## config.mk

```make
export PLATFORM = sky130hd
export DESIGN_NAME = apt_port_ctrl
export DESIGN_NICKNAME = d
export VERILOG_FILES = /design/src/pkg/apt_pkg.sv /design/src/hw/apt_sync.sv /design/src/hw/apt_cmd_seq.sv /design/src/hw/apt_port_ctrl.sv
export VERILOG_INCLUDE_DIRS = /design/src /design/src/pkg
export SDC_FILE = /design/constraint.sdc
export NUM_CORES = 1
export LEC_CHECK = 0
export BUFFER_PORTS_ARGS = -buffer_cell sky130_fd_sc_hd__buf_4
export CELL_PAD_IN_SITES_DETAIL_PLACEMENT = 1
export CELL_PAD_IN_SITES_GLOBAL_PLACEMENT = 2
export CORE_ASPECT_RATIO = 1.75
export CORE_MARGIN = 2
export CORE_UTILIZATION = 27
export DETAILED_ROUTE_END_ITERATION = 6
export PLACE_DENSITY = 0.87
export RECOVER_POWER = 100
export REMOVE_ABC_BUFFERS = 1
export SLEW_MARGIN = 20
export SYNTH_ARGS = -nofsm -noshare
export SYNTH_HDL_FRONTEND = slang
export SYNTH_SLANG_ARGS = --single-unit
export TNS_END_PERCENT = 5
```

## constraint.sdc

```tcl
create_clock -name mclk -period 4 [get_ports mclk]
set_input_delay 0.2 -clock mclk [delete_from_list [all_inputs] [get_ports mclk]]
set_output_delay 0.2 -clock mclk [all_outputs]
set_load 0.01 [all_outputs]
```

## src/pkg/apt_defines.svh

```systemverilog
// Purpose: constants of the drive port power and 3-state control
// Assumes: 125 MHz mclk
// Notes:   all offsets, codes and counts live here
// Functional notes
// - after reset the whole drive interface is off, all outputs tri-stated
// - after reset the weak pulldowns are on for every drive-bus line
// - setting drive_bus_disable tri-states the entire drive bus
// - only clearing drive_bus_disable re-enables outputs; setting it again tri-states
// - drive reset buffer off with pulldown until the interface is enabled
// - power indications are open-drain, never driven during reset
// - vbus seen during boot drives low_power_indication low
// - no vbus at boot: leave it undriven; firmware drives both later
// - high_power_indication is driven only under firmware control
// - hard-reset bit set drives drive_reset_out low; clear releases it
// - set hard reset, clear bus disable, clear hard reset after duration
// - in the fully automatic scheme each command block becomes an ordered series of register writes
// - command block length accepted only from 1 to 16 bytes
// - status wrapper echoes the command tag and carries the data residue
// - status stage is never started by hardware, only by firmware
// - three transfer schemes: fully manual, semi-automatic, fully automatic
`ifndef APT_DEFINES_SVH
`define APT_DEFINES_SVH
`define APT_CLK_MHZ        125
`define APT_RST_MIN_NS     25000
`define APT_RST_CYC        ((`APT_RST_MIN_NS * `APT_CLK_MHZ + 999) / 1000)
`define APT_CB_LEN_MIN     5'h01
`define APT_CB_LEN_MAX     5'h10
`define APT_BUS_DIS_RST    1'b1
`define APT_HARD_RST_RST   1'b0
`define APT_PKT_CMD        8'ha0
`define APT_REG_DATA       3'h0
`define APT_REG_FEAT       3'h1
`define APT_REG_SCNT       3'h2
`define APT_REG_SNUM       3'h3
`define APT_REG_CYLL       3'h4
`define APT_REG_CYLH       3'h5
`define APT_REG_DEVH       3'h6
`define APT_REG_CMD        3'h7
`define APT_ATA_STEPS      3'h7
`endif

```

## src/pkg/apt_pkg.sv

```systemverilog
// Purpose: shared types of the drive port control
// Assumes: constants come from apt_defines.svh
// Notes:   none
package apt_pkg;
  typedef enum logic [1:0] {
    SCH_MANUAL,
    SCH_SEMI,
    SCH_AUTO
  } apt_scheme_t;

  typedef struct packed {
    logic        wr;
    logic [2:0]  addr;
    logic [15:0] data;
  } apt_dev_wr_t;

  typedef struct packed {
    logic [31:0] tag;
    logic [31:0] residue;
  } apt_csw_t;

  typedef logic [15:0][7:0] apt_task_file_t;
endpackage

```

## src/hw/apt_sync.sv

```systemverilog
// Purpose: three-flop filter for a pin input
// Assumes: pin is asynchronous to mclk
// Notes:   output moves only when the last two stages agree
`timescale 1ns/10ps
module apt_sync (
  // clock and reset
  input  wire logic mclk,
  input  wire logic nrst,
  // pin in, filtered level out
  input  wire logic pinIn,
  output logic      levelOut
);
  logic s1_q, s2_q, s3_q;

  always_ff @(posedge mclk) begin
    s1_q <= pinIn;
    s2_q <= s1_q;
    s3_q <= s2_q;
  end

  always_ff @(posedge mclk) begin
    if (!nrst) begin
      levelOut <= 1'b0;
    end else if (s2_q == s3_q) begin
      levelOut <= s3_q;
    end
  end
endmodule // apt_sync

```

## src/hw/apt_cmd_seq.sv

```systemverilog
// Purpose: turns a task-file command block into drive register writes
// Assumes: one write per cycle while devReady is high
// Notes:   ata and packet orders are fixed
`timescale 1ns/10ps
`include "apt_defines.svh"
module apt_cmd_seq
  import apt_pkg::*;
(
  // clock and reset
  input  wire logic           mclk,
  input  wire logic           nrst,
  // request
  input  wire logic           start,
  input  wire logic           isPacket,
  input  wire logic [4:0]     cbLen,
  input  wire apt_task_file_t taskFile,
  input  wire logic           devReady,
  // answer
  output apt_dev_wr_t         devWr_q,
  output logic                busy_q,
  output logic                lenErr_q
);
  logic [3:0] step_q;
  logic [3:0] last_q;

  function automatic logic [10:0] ata_step(input logic [2:0] s);
    // returns {register, task-file index}
    unique case (s)
      3'h0: ata_step = {`APT_REG_DEVH, 8'h06};
      3'h1: ata_step = {`APT_REG_FEAT, 8'h01};
      3'h2: ata_step = {`APT_REG_SCNT, 8'h02};
      3'h3: ata_step = {`APT_REG_SNUM, 8'h03};
      3'h4: ata_step = {`APT_REG_CYLL, 8'h04};
      3'h5: ata_step = {`APT_REG_CYLH, 8'h05};
      default: ata_step = {`APT_REG_CMD, 8'h07};
    endcase
  endfunction

  logic [10:0] ataNow;
  logic [3:0]  wIdx;
  assign ataNow = ata_step(step_q[2:0]);
  assign wIdx   = step_q - 4'h1;

  always_ff @(posedge mclk) begin
    if (!nrst) begin
      busy_q   <= 1'b0;
      lenErr_q <= 1'b0;
      step_q   <= 4'h0;
      last_q   <= 4'h0;
    end else if (!busy_q && start) begin
      // odd packet lengths round up to whole words
      lenErr_q <= (cbLen < `APT_CB_LEN_MIN) || (cbLen > `APT_CB_LEN_MAX);
      busy_q   <= (cbLen >= `APT_CB_LEN_MIN) && (cbLen <= `APT_CB_LEN_MAX);
      step_q   <= 4'h0;
      last_q   <= isPacket ? 4'((cbLen + 5'h1) >> 1) : 4'(`APT_ATA_STEPS - 3'h1);
    end else if (busy_q && devReady) begin
      step_q <= step_q + 4'h1;
      busy_q <= (step_q != last_q);
    end
  end

  logic pkt_q;
  always_ff @(posedge mclk) begin
    if (!nrst) begin
      pkt_q <= 1'b0;
    end else if (!busy_q && start) begin
      pkt_q <= isPacket;
    end
  end

  always_ff @(posedge mclk) begin
    if (!nrst) begin
      devWr_q <= '0;
    end else begin
      devWr_q.wr <= busy_q && devReady;
      if (pkt_q && step_q == 4'h0) begin
        devWr_q.addr <= `APT_REG_CMD;
        devWr_q.data <= {8'h00, `APT_PKT_CMD};
      end else if (pkt_q) begin
        devWr_q.addr <= `APT_REG_DATA;
        devWr_q.data <= {taskFile[{wIdx[2:0], 1'b1}], taskFile[{wIdx[2:0], 1'b0}]};
      end else begin
        devWr_q.addr <= ataNow[10:8];
        devWr_q.data <= {8'h00, taskFile[ataNow[3:0]]};
      end
    end
  end

  property p_len_guard;
    @(posedge mclk) disable iff (!nrst)
      (!busy_q && start && (cbLen == 5'h00 || cbLen > 5'h10)) |=> !busy_q && lenErr_q;
  endproperty
  a_len_guard: assert property (p_len_guard) else $error("bad length accepted");

  property p_ata_first;
    @(posedge mclk) disable iff (!nrst)
      (!busy_q && start && !isPacket && cbLen != 5'h00 && cbLen <= 5'h10) ##1 devReady
        |=> devWr_q.wr && devWr_q.addr == 3'h6;
  endproperty
  a_ata_first: assert property (p_ata_first) else $error("ata order wrong");
endmodule // apt_cmd_seq

```

## src/hw/apt_port_ctrl.sv

```systemverilog
// Purpose: drive port power-up, 3-state and reset sequencing
// Assumes: firmware control bits arrive as one-cycle write strobes
// Notes:   open-drain pins are oe-only; their level is always low
`timescale 1ns/10ps
`include "apt_defines.svh"
module apt_port_ctrl
  import apt_pkg::*;
(
  // clock and reset
  input  wire logic           mclk,
  input  wire logic           nrst,
  // vbus pin
  input  wire logic           vbusPin,
  // firmware control strobes
  input  wire logic           busDisWr,
  input  wire logic           busDisVal,
  input  wire logic           hardRstWr,
  input  wire logic           hardRstVal,
  input  wire logic           bootDone,
  input  wire logic           fwLowPwrWr,
  input  wire logic           fwLowPwrVal,
  input  wire logic           fwHighPwrWr,
  input  wire logic           fwHighPwrVal,
  // transfer scheme and command
  input  wire apt_scheme_t    scheme,
  input  wire logic           cmdStart,
  input  wire logic           isPacket,
  input  wire logic [4:0]     cbLen,
  input  wire apt_task_file_t taskFile,
  input  wire logic           devReady,
  // status stage from firmware
  input  wire logic           cswPrepare,
  input  wire logic [31:0]    cbwTag,
  input  wire logic [31:0]    expectedLen,
  input  wire logic [31:0]    processedLen,
  // drive bus pins
  output logic                busOe_q,
  output logic                busPulldown_q,
  output logic                driveRstOut_q,
  output logic                driveRstOe_q,
  output logic                driveRstPd_q,
  // power indication pins
  output logic                lowPwrOut_q,
  output logic                lowPwrOe_q,
  output logic                highPwrOut_q,
  output logic                highPwrOe_q,
  // command writes and status
  output apt_dev_wr_t         devWr_q,
  output logic                cmdBusy_q,
  output logic                cmdLenErr_q,
  output logic                dataAutoEn_q,
  output apt_csw_t            csw_q,
  output logic                cswValid_q,
  output logic                busDisable_q,
  output logic                hardReset_q,
  output logic                orderErr_q,
  output logic                rstTimeMet_q
);
  // ****************************************
  // pin filtering
  // ****************************************
  logic vbusSeen;

  apt_sync u_vbus (
    .mclk     (mclk),
    .nrst     (nrst),
    .pinIn    (vbusPin),
    .levelOut (vbusSeen)
  );

  // ****************************************
  // control bits
  // ****************************************
  // the bus stays off after reset with no firmware action at all
  always_ff @(posedge mclk) begin
    if (!nrst) begin
      busDisable_q <= `APT_BUS_DIS_RST;
    end else if (busDisWr) begin
      busDisable_q <= busDisVal;
    end
  end

  always_ff @(posedge mclk) begin
    if (!nrst) begin
      hardReset_q <= `APT_HARD_RST_RST;
    end else if (hardRstWr) begin
      hardReset_q <= hardRstVal;
    end
  end

  // ****************************************
  // drive bus buffers
  // ****************************************
  always_ff @(posedge mclk) begin
    if (!nrst) begin
      busOe_q       <= 1'b0;
      busPulldown_q <= 1'b1;
    end else begin
      busOe_q       <= !busDisable_q;
      busPulldown_q <= busDisable_q;
    end
  end

  // reset pin: pulldown holds it low while its buffer is off
  always_ff @(posedge mclk) begin
    if (!nrst) begin
      driveRstOe_q  <= 1'b0;
      driveRstPd_q  <= 1'b1;
      driveRstOut_q <= 1'b0;
    end else begin
      driveRstOe_q  <= !busDisable_q;
      driveRstPd_q  <= busDisable_q;
      driveRstOut_q <= !hardReset_q;
    end
  end

  // ****************************************
  // power indications
  // ****************************************
  logic bootPhase_q;
  logic fwLow_q;
  logic bootLow_q;

  always_ff @(posedge mclk) begin
    if (!nrst) begin
      bootPhase_q <= 1'b1;
    end else if (bootDone) begin
      bootPhase_q <= 1'b0;
    end
  end

  // boot drive of the low indication latches once vbus is seen
  always_ff @(posedge mclk) begin
    if (!nrst) begin
      bootLow_q <= 1'b0;
    end else if (bootPhase_q && vbusSeen) begin
      bootLow_q <= 1'b1;
    end else if (!bootPhase_q && fwLowPwrWr) begin
      bootLow_q <= 1'b0;
    end
  end

  always_ff @(posedge mclk) begin
    if (!nrst) begin
      fwLow_q <= 1'b0;
    end else if (!bootPhase_q && fwLowPwrWr) begin
      fwLow_q <= fwLowPwrVal;
    end
  end

  always_ff @(posedge mclk) begin
    if (!nrst) begin
      lowPwrOe_q   <= 1'b0;
      lowPwrOut_q  <= 1'b0;
      highPwrOe_q  <= 1'b0;
      highPwrOut_q <= 1'b0;
    end else begin
      lowPwrOe_q <= bootLow_q || fwLow_q;
      if (fwHighPwrWr) begin
        highPwrOe_q <= fwHighPwrVal;
      end
    end
  end

  // ****************************************
  // power-up ordering watch
  // ****************************************
  // hardware does not enforce the order; it reports a slip to firmware
  localparam int unsigned RstCyc = `APT_RST_CYC;
  logic [11:0] rstCnt_q;

  always_ff @(posedge mclk) begin
    if (!nrst) begin
      rstCnt_q     <= 12'h000;
      rstTimeMet_q <= 1'b0;
    end else if (!hardReset_q || busDisable_q) begin
      rstCnt_q     <= 12'h000;
      rstTimeMet_q <= 1'b0;
    end else if (!rstTimeMet_q) begin
      rstCnt_q     <= rstCnt_q + 12'h001;
      rstTimeMet_q <= (rstCnt_q == 12'(RstCyc - 1));
    end
  end

  always_ff @(posedge mclk) begin
    if (!nrst) begin
      orderErr_q <= 1'b0;
    end else if (busDisWr && !busDisVal && busDisable_q && !hardReset_q) begin
      orderErr_q <= 1'b1;
    end else if (hardRstWr && !hardRstVal && hardReset_q && !rstTimeMet_q) begin
      orderErr_q <= 1'b1;
    end else if (busDisWr && busDisVal) begin
      orderErr_q <= 1'b0;
    end
  end

  // ****************************************
  // command stage
  // ****************************************
  logic autoStart;
  assign autoStart = cmdStart && (scheme == SCH_AUTO) && !busDisable_q;

  apt_cmd_seq u_seq (
    .mclk     (mclk),
    .nrst     (nrst),
    .start    (autoStart),
    .isPacket (isPacket),
    .cbLen    (cbLen),
    .taskFile (taskFile),
    .devReady (devReady && !busDisable_q),
    .devWr_q  (devWr_q),
    .busy_q   (cmdBusy_q),
    .lenErr_q (cmdLenErr_q)
  );

  // data stage automation: semi and full schemes only
  always_ff @(posedge mclk) begin
    if (!nrst) begin
      dataAutoEn_q <= 1'b0;
    end else begin
      dataAutoEn_q <= (scheme == SCH_SEMI) || (scheme == SCH_AUTO);
    end
  end

  // ****************************************
  // status stage
  // ****************************************
  // built only when firmware asks; no scheme starts it by itself
  always_ff @(posedge mclk) begin
    if (!nrst) begin
      csw_q      <= '0;
      cswValid_q <= 1'b0;
    end else begin
      cswValid_q <= cswPrepare;
      if (cswPrepare) begin
        csw_q.tag     <= cbwTag;
        csw_q.residue <= expectedLen - processedLen;
      end
    end
  end

  // ****************************************
  // checks
  // ****************************************
  property p_reset_tristate;
    @(posedge mclk) nrst && $past(!nrst) |-> !busOe_q && busPulldown_q && !driveRstOe_q;
  endproperty
  a_reset_tristate: assert property (p_reset_tristate) else $error("bus on after reset");

  property p_pulldown;
    @(posedge mclk) disable iff (!nrst) busPulldown_q == !busOe_q;
  endproperty
  a_pulldown: assert property (p_pulldown) else $error("pulldown mismatch");

  property p_disable;
    @(posedge mclk) disable iff (!nrst) busDisWr && busDisVal |-> ##2 !busOe_q;
  endproperty
  a_disable: assert property (p_disable) else $error("bus not tri-stated");

  property p_enable_cause;
    @(posedge mclk) disable iff (!nrst) $rose(busOe_q) |-> $past(busDisWr, 2) && !busDisable_q;
  endproperty
  a_enable_cause: assert property (p_enable_cause) else $error("bus enabled w/o clear");

  property p_rst_buf;
    @(posedge mclk) disable iff (!nrst) busDisable_q |=> !driveRstOe_q && driveRstPd_q;
  endproperty
  a_rst_buf: assert property (p_rst_buf) else $error("reset buffer on");

  property p_od_reset;
    @(posedge mclk) nrst && $past(!nrst) |-> !lowPwrOe_q && !highPwrOe_q && !lowPwrOut_q;
  endproperty
  a_od_reset: assert property (p_od_reset) else $error("power pin driven in reset");

  property p_vbus_low;
    @(posedge mclk) disable iff (!nrst) bootPhase_q && vbusSeen |-> ##2 lowPwrOe_q;
  endproperty
  a_vbus_low: assert property (p_vbus_low) else $error("low power not driven");

  property p_no_vbus;
    @(posedge mclk) disable iff (!nrst)
      bootPhase_q && !vbusSeen && !bootLow_q ##1 bootPhase_q |=> !lowPwrOe_q;
  endproperty
  a_no_vbus: assert property (p_no_vbus) else $error("low power driven w/o vbus");

  property p_high_fw;
    @(posedge mclk) disable iff (!nrst) $changed(highPwrOe_q) |-> $past(fwHighPwrWr);
  endproperty
  a_high_fw: assert property (p_high_fw) else $error("high power moved by hw");

  property p_hard_rst;
    @(posedge mclk) disable iff (!nrst) hardRstWr && hardRstVal |-> ##2 !driveRstOut_q;
  endproperty
  a_hard_rst: assert property (p_hard_rst) else $error("reset pin not low");

  property p_csw;
    @(posedge mclk) disable iff (!nrst)
      cswPrepare |=> cswValid_q && csw_q.tag == $past(cbwTag)
        && csw_q.residue == $past(expectedLen) - $past(processedLen);
  endproperty
  a_csw: assert property (p_csw) else $error("status wrapper wrong");

  property p_csw_fw;
    @(posedge mclk) disable iff (!nrst) cswValid_q |-> $past(cswPrepare);
  endproperty
  a_csw_fw: assert property (p_csw_fw) else $error("status without firmware");

  property p_seq_auto;
    @(posedge mclk) disable iff (!nrst) $rose(cmdBusy_q) |-> $past(scheme) == SCH_AUTO;
  endproperty
  a_seq_auto: assert property (p_seq_auto) else $error("sequencer outside auto");

  property p_rst_time;
    @(posedge mclk) disable iff (!nrst)
      $rose(rstTimeMet_q) |-> $past(hardReset_q) && !$past(busDisable_q);
  endproperty
  a_rst_time: assert property (p_rst_time) else $error("reset time misjudged");

  c_bus_on:   cover property (@(posedge mclk) $rose(busOe_q));
  c_vbus:     cover property (@(posedge mclk) $rose(lowPwrOe_q));
  c_rst_met:  cover property (@(posedge mclk) $rose(rstTimeMet_q));
  c_cmd_done: cover property (@(posedge mclk) $fell(cmdBusy_q));
endmodule // apt_port_ctrl

```

==> flow_summary.yaml, run 1 <==
status:
  status: "finished with violations"
  violations: "max-capacitance violations, max-slew violations"
finish:
  fill_cells: 3425
  area_delta_synth_final_pct: 41.0
  drive_gt1_frac: 0.281
  utilization: 0.388
  final_design_area_no_fill_mm2: 0.0112
  final_nets: 1481
  final_common_cell: "buf_4"
  layout_common_cells: "buf_4, dfxtp_1, clkbuf_1, nand2_1, nor2b_1"
detailed_routing:
  first_pass_iters: 4
  vias: 7756
  wire_per_inst_um: 18.2
  antenna_left: 0
  totalWireLength_um: 28800
  drc_errors: 0
  drt_iter0_drc: 167
  avgViaCountPerCell: 4.90
logic_synthesis:
  synth_top_cell_area_share: 0.316
  synth_area_per_cell_um2: 9.35
  synthCells: 846
  synth_edf_count: 0
  synth_area_mm2: 0.00791
  synth.distinct_cells: 69
  synthArstFlopShare: 0
  yosys_warnings: 0
  synth.area.top_cells: "dfxtp_1, mux4_2, ha_1"
  ys_seq_elements: 125
  yosys_most_used_dff: "dfxtp_1"
  synth_area_leader_cell: "dfxtp_1"
  synth.yosys.seq_area_share: 0.316
timing:
  fmax_ghz: 0.322
  tns_ns: 0
  hold_viol: 0
  worstMarginPinSlew_ns: 1.81
  min_period_ns: 3.11
  finalCritPeriodShare: 0.777
  fin_skew_ns: 0.00896
  rsz0062_at_grt: "no"
  relSlewSlack: -0.207
  setup_viol: 0
  worst_slack_ns: 0.892
  maxSlewViolCount: 28
  whs_ns: 0.0255
global_route:
  grt.total_usage: 0.188
  overflow: 0
  grt_max_degree: 41
  antenna_found_initial: 1
  grt_pass1_wl_um: 44800
  grt_pass1_vias: 8499
die:
  initial_utilization: 0.275
  rows: 82
  io_pins: 348
  die_area_mm2: 0.0307
  fp.coreArea_mm2: 0.0287
  die_h_um: 230
  die_w_um: 133
clocking:
  cts_max_path_buffers: 2
  cts_tree: "built"
  cts.reportedPaths.clkPinSlew_ns: 0.06
  clk-insertion-delay-late_ns: 0.44
  cts_root_buffer: "clkbuf_16"
  cts_buffers: 17
  cts_hold_buffers: 19
  clock_sinks: 125
  ctsHtreeMaxLevel: 4
  post_cts_resized: 0
  cts_setup_buffers: 0
critical_path:
  worstPathArrival_ns: 3.44
  critPathCaptureType: "flip-flop"
  start_kind: "input port"
  worstPathRequired_ns: 4.33
  crit_path_max_incr_delay_ns: 0.80
  r2r_cells: 7
  crit_slowest_cell: "a311oi_1"
  worstReg2RegEnd: "u_seq.devWr_q[7]"
  r2r-start: "u_seq.step_q[1]"
  critPathMaxFanout: 4
  critical_path_class: "input port to flip-flop"
  ff2ff_setup_slack_ns: 0.94
  crit_chain: "clkbuf_4 -> inv_1 -> ha_1 -> fa_1 -> nor2b_1 -> o31a_1 -> o21ai_0 -> o211ai_1 -> a311oi_1 -> nor4_1 -> or3_1 -> a32o_1"
power:
  p_leak_uw: 0.00482
  pwr_density_cell_mw_per_mm2: 331
  irDropWorstVdd_mv: 0.305
place:
  portBuffers: 345
  place_congestion: 0.816
  place.detailed.hpwl_um: 23400
  place_ws_ns: 1.20
  placed_area_mm2: 0.0108
run:
  maxCapViolCount: 1
hold_path:
  worstHoldPathCells: 3
  min_path_type: "input port to flip-flop"
  min-delay-start: "cbwTag[9]"
  hold_end: "csw_q[41]"
-- area by class of cell --
type	count	area, µm²	share of cell area
flip-flops and latches	125	2500	0.224
inverters	52	195	0.0175
multi-input cells	622	4950	0.444
clock inverters	14	136	0.0122
diodes	1	2.50	0.000224
well taps	378	473	0.0424
clock buffers	18	429	0.0385
repair buffers	374	2460	0.220
-- cells in the mapped netlist (all sizes together) (16+ instances only) --
library cell / count
inv: 52
mux4: 48
xnor2: 25
a21oi: 53
mux2i: 47
nand2: 85
o21ai: 29
nor2b: 64
dfxtp: 125
nand3: 22
clkbuf: 34
ha: 41
nor2: 45
xor2: 16
-- state kept, by name, summed over array words and instances, names as in the netlist, 4 cells and up --
register / cells
u_seq.devWr_q: 20
u_seq.last_q: 4
csw_q: 64
rstCnt_q: 12
u_seq.step_q: 4
-- where the power goes --
group / internal [µW] / total (µW) / switching, µW
Sequential: 1320 / 1360 / 38.9
Combinational: 416 / 811 / 395
Clock: 866 / 1520 / 653
Total: 2600 / 3690 / 1090
-- worst max path at each step --
| stage | from | endpoint | slack (ns) | cells past startpoint |
|---|---|---|---|---|
| global route | u_seq.step_q[1] | u_seq.devWr_q[7] | 0.73 | 7 |
| global placement | expectedLen[0] | csw_q[24] | 1.24 | 12 |
| floorplan | u_seq.step_q[0] | u_seq.devWr_q[3] | -0.05 | 7 |
| CTS | u_seq.step_q[1] | u_seq.devWr_q[4] | 1.47 | 8 |
| detailed placement | expectedLen[0] | csw_q[26] | 1.20 | 12 |
| finish | expectedLen[0] | csw_q[26] | 0.89 | 12 |
-- per-stage QoR --
step / power, µW / std cells
6_report: 3690 / 1584
5_1_grt: 3870 / 1584
4_1_cts: 3820 / 1583
3_3_place_gp: 2240 / 1532
2_1_floorplan: 1800 / 799
3_5_place_dp: 2260 / 1532
-- worst max-delay path, delay by kind of cell --
kind                       cells  cell delay [ns]
adders and majority gates      2             0.38
buffers and inverters          2             0.16
and+or+nand+nor                3             0.57
AOI/OAI and AO/OA              5             2.12
-- metal layers --
| layer | vias up | GRT usage | routed length (µm) |
|---|---|---|---|
| met4 | 0 | 0.0765 | 729 |
| met5 | - | 0 | 0 |
| met1 | 3732 | 0.171 | 9500 |
| met3 | 39 | 0.0520 | 1950 |
| met2 | 267 | 0.382 | 16600 |
| li1 | 3718 | - | - |
-- logic make-up (layout without fill, tap and decap cells) --
kind of cell,after synthesis,in the layout,synth area share
buf+inv,100,458,0.0509
other cells,1,3,0.000474
flops,125,125,0.316
mux,97,97,0.199
fa+ha+maj,42,42,0.0674
compound gates,167,167,0.146
xor+xnor,41,41,0.0454
simple gates,273,273,0.174
Note: power is estimated with default switching activity, not from simulation.
==> run 2, diff against run 1 <==
- CORE_UTILIZATION: 27 -> 25
- PLACE_DENSITY: 0.87 -> 0.85
- clock period: 4 -> 2.75 ns (I/O delays scaled with it)
==> run 2 against run 1 <==
Net effect: the run still ends with max-capacitance violations, max-slew violations left; worst setup slack worse by 0.65 ns; clock-buffer cell count is 2 higher; cell count increased by 3.9%; critical path depth unchanged; sequential cell count unchanged; critical endpoint unchanged.
==> flow_summary.yaml, run 2 (synthesized netlist as in run 1, its figures left out) <==
clocking:
  clock_sinks: 125
  cts.reportedPaths.clkPinSlew_ns: 0.06
  post_cts_resized: 0
  cts_buffers: 17
  clk-insertion-delay-late_ns: 0.43
  ctsHtreeMaxLevel: 4
  cts_root_buffer: "clkbuf_16"
  cts_tree: "built"
  cts_max_path_buffers: 2
global_route:
  grt.total_usage: 0.185
  antenna_found_initial: 3
  grt_pass1_vias: 8956
  grt_max_degree: 47
  grt_pass1_wl_um: 47400
  overflow: 0
power:
  pwr_density_cell_mw_per_mm2: 490
  seq_power_share: 0.344
  irDropWorstVdd_mv: 0.414
  clkPwrFrac: 0.436
  internal_power_uw: 4160
  p_comb_frac: 0.220
  p_sw_frac: 0.274
  p_switching_uw: 1570
  p_leak_uw: 0.00506
timing:
  fmax_ghz: 0.399
  min_period_ns: 2.51
  worstMarginPinSlew_ns: 1.80
  hold_viol: 0
  maxSlewViolCount: 47
  relSlewSlack: -0.203
  fin_skew_ns: 0.00801
  whs_ns: 0.0201
  rsz0062_at_grt: "no"
  tns_ns: 0
  finalCritPeriodShare: 0.911
  setup_viol: 0
hold_path:
  min_path_type: "input port to flip-flop"
critical_path:
  critPathMaxFanout: 4
  start_kind: "input port"
  critPathCaptureType: "flip-flop"
  critical_path_class: "input port to flip-flop"
  worstPathArrival_ns: 2.82
  worstPathRequired_ns: 3.06
finish:
  top_register: "csw_q"
  final_common_cell: "buf_4"
  largest_reg_flops: 64
  multi_input_area_mm2: 0.00497
  regArea_mm2: 0.00250
  utilization: 0.374
  final_design_area_no_fill_mm2: 0.0117
  area_delta_synth_final_pct: 47.8
  largest_registers: "csw_q x64, u_seq.devWr_q x20, rstCnt_q x12"
  final_nets: 1524
  drive_gt1_frac: 0.286
  fin_cells: 1645
  layout_common_cells: "buf_4, dfxtp_1, clkbuf_1, nand2_1, nor2b_1"
  fill_cells: 3694
die:
  initial_utilization: 0.253
  die_area_mm2: 0.0331
  rows: 86
  io_pins: 348
  die_w_um: 138
  die_h_um: 239
  fp.coreArea_mm2: 0.0313
place:
  portBuffers: 345
  placed_area_mm2: 0.0110
  place.detailed.hpwl_um: 25000
  placed_cells: 1568
  place_congestion: 0.851
detailed_routing:
  vias: 7980
  drc_errors: 0
  antenna_left: 0
  wire_per_inst_um: 18.7
  drt_iter0_drc: 219
  avgViaCountPerCell: 4.85
  totalWireLength_um: 30800
  first_pass_iters: 4
status:
  status: "finished with violations"
  violations: "max-capacitance violations, max-slew violations"
run:
  maxCapViolCount: 1
run 2: changes by cell type in the layout (fill, tap and decap cells not counted), sizes merged:
cell and delta:
dlygate4sd3 +25, buf +15, clkbuf +5, bufinv +3, inv -3, clkinv -1
clkinvlp -1
run 2: final timing paths:
path                        start                to  slack, ns  depth (start not counted)
setup / recovery   expectedLen[0]         csw_q[26]       0.24                         12
hold / removal         cbwTag[24]         csw_q[56]       0.02                          3
setup reg to reg  u_seq.step_q[0]  u_seq.devWr_q[6]       0.29                          8
hold reg to reg       u_vbus.s1_q       u_vbus.s2_q       0.35                          0
run 2: power groups by stage:
stage	Clock (µW)	Sequential [µW]	Combinational, µW
detailed placement	0	2020	1310
CTS	2590	1980	1370
global route	2640	1990	1380
floorplan	0	2050	563
finish	2500	1970	1260
global placement	0	2010	1280
run 2: final cells by class:
type                       count  area share
antenna                        1    0.000214
clock inverter                12      0.0155
inverter                      52      0.0167
tap                          396      0.0424
clock buffer                  20      0.0399
multi-input combinational    622       0.425
timing repair buffer         417       0.246
sequential                   125       0.214
run 2: metrics by stage:
| stage | power [µW] | setup slack, ns |
|---|---|---|
| CTS | 5930 | 0.355 |
| global route | 6010 | 0.136 |
| finish | 5730 | 0.245 |
| global placement | 3300 | 0.102 |
| detailed placement | 3330 | 0.0587 |
| floorplan | 2610 | -1.30 |
run 2: repair_timing:
action	in CTS	in global routing
hold buffers	44	0
setup buffers	0	0
endpoints found under the hold margin	41	0
run 2: worst max-delay path, cell delays in order:
cell	delay (ns)
clkbuf_4	0.11
inv_1	0.05
ha_1	0.18
fa_1	0.21
nor2b_1	0.08
o31a_1	0.31
o21ai_4	0.26
o211ai_4	0.09
a311oi_1	0.66
nor4_1	0.15
or3_1	0.33
a32o_1	0.25
run 2: per-layer routing:
layer  vias up  global-route usage  share of wire
li1       3800                   -              -
met1      3800               0.161           0.32
met2       308               0.379           0.57
met3        68              0.0468          0.062
met4         4              0.0959          0.045
met5         -                   0        0.00075
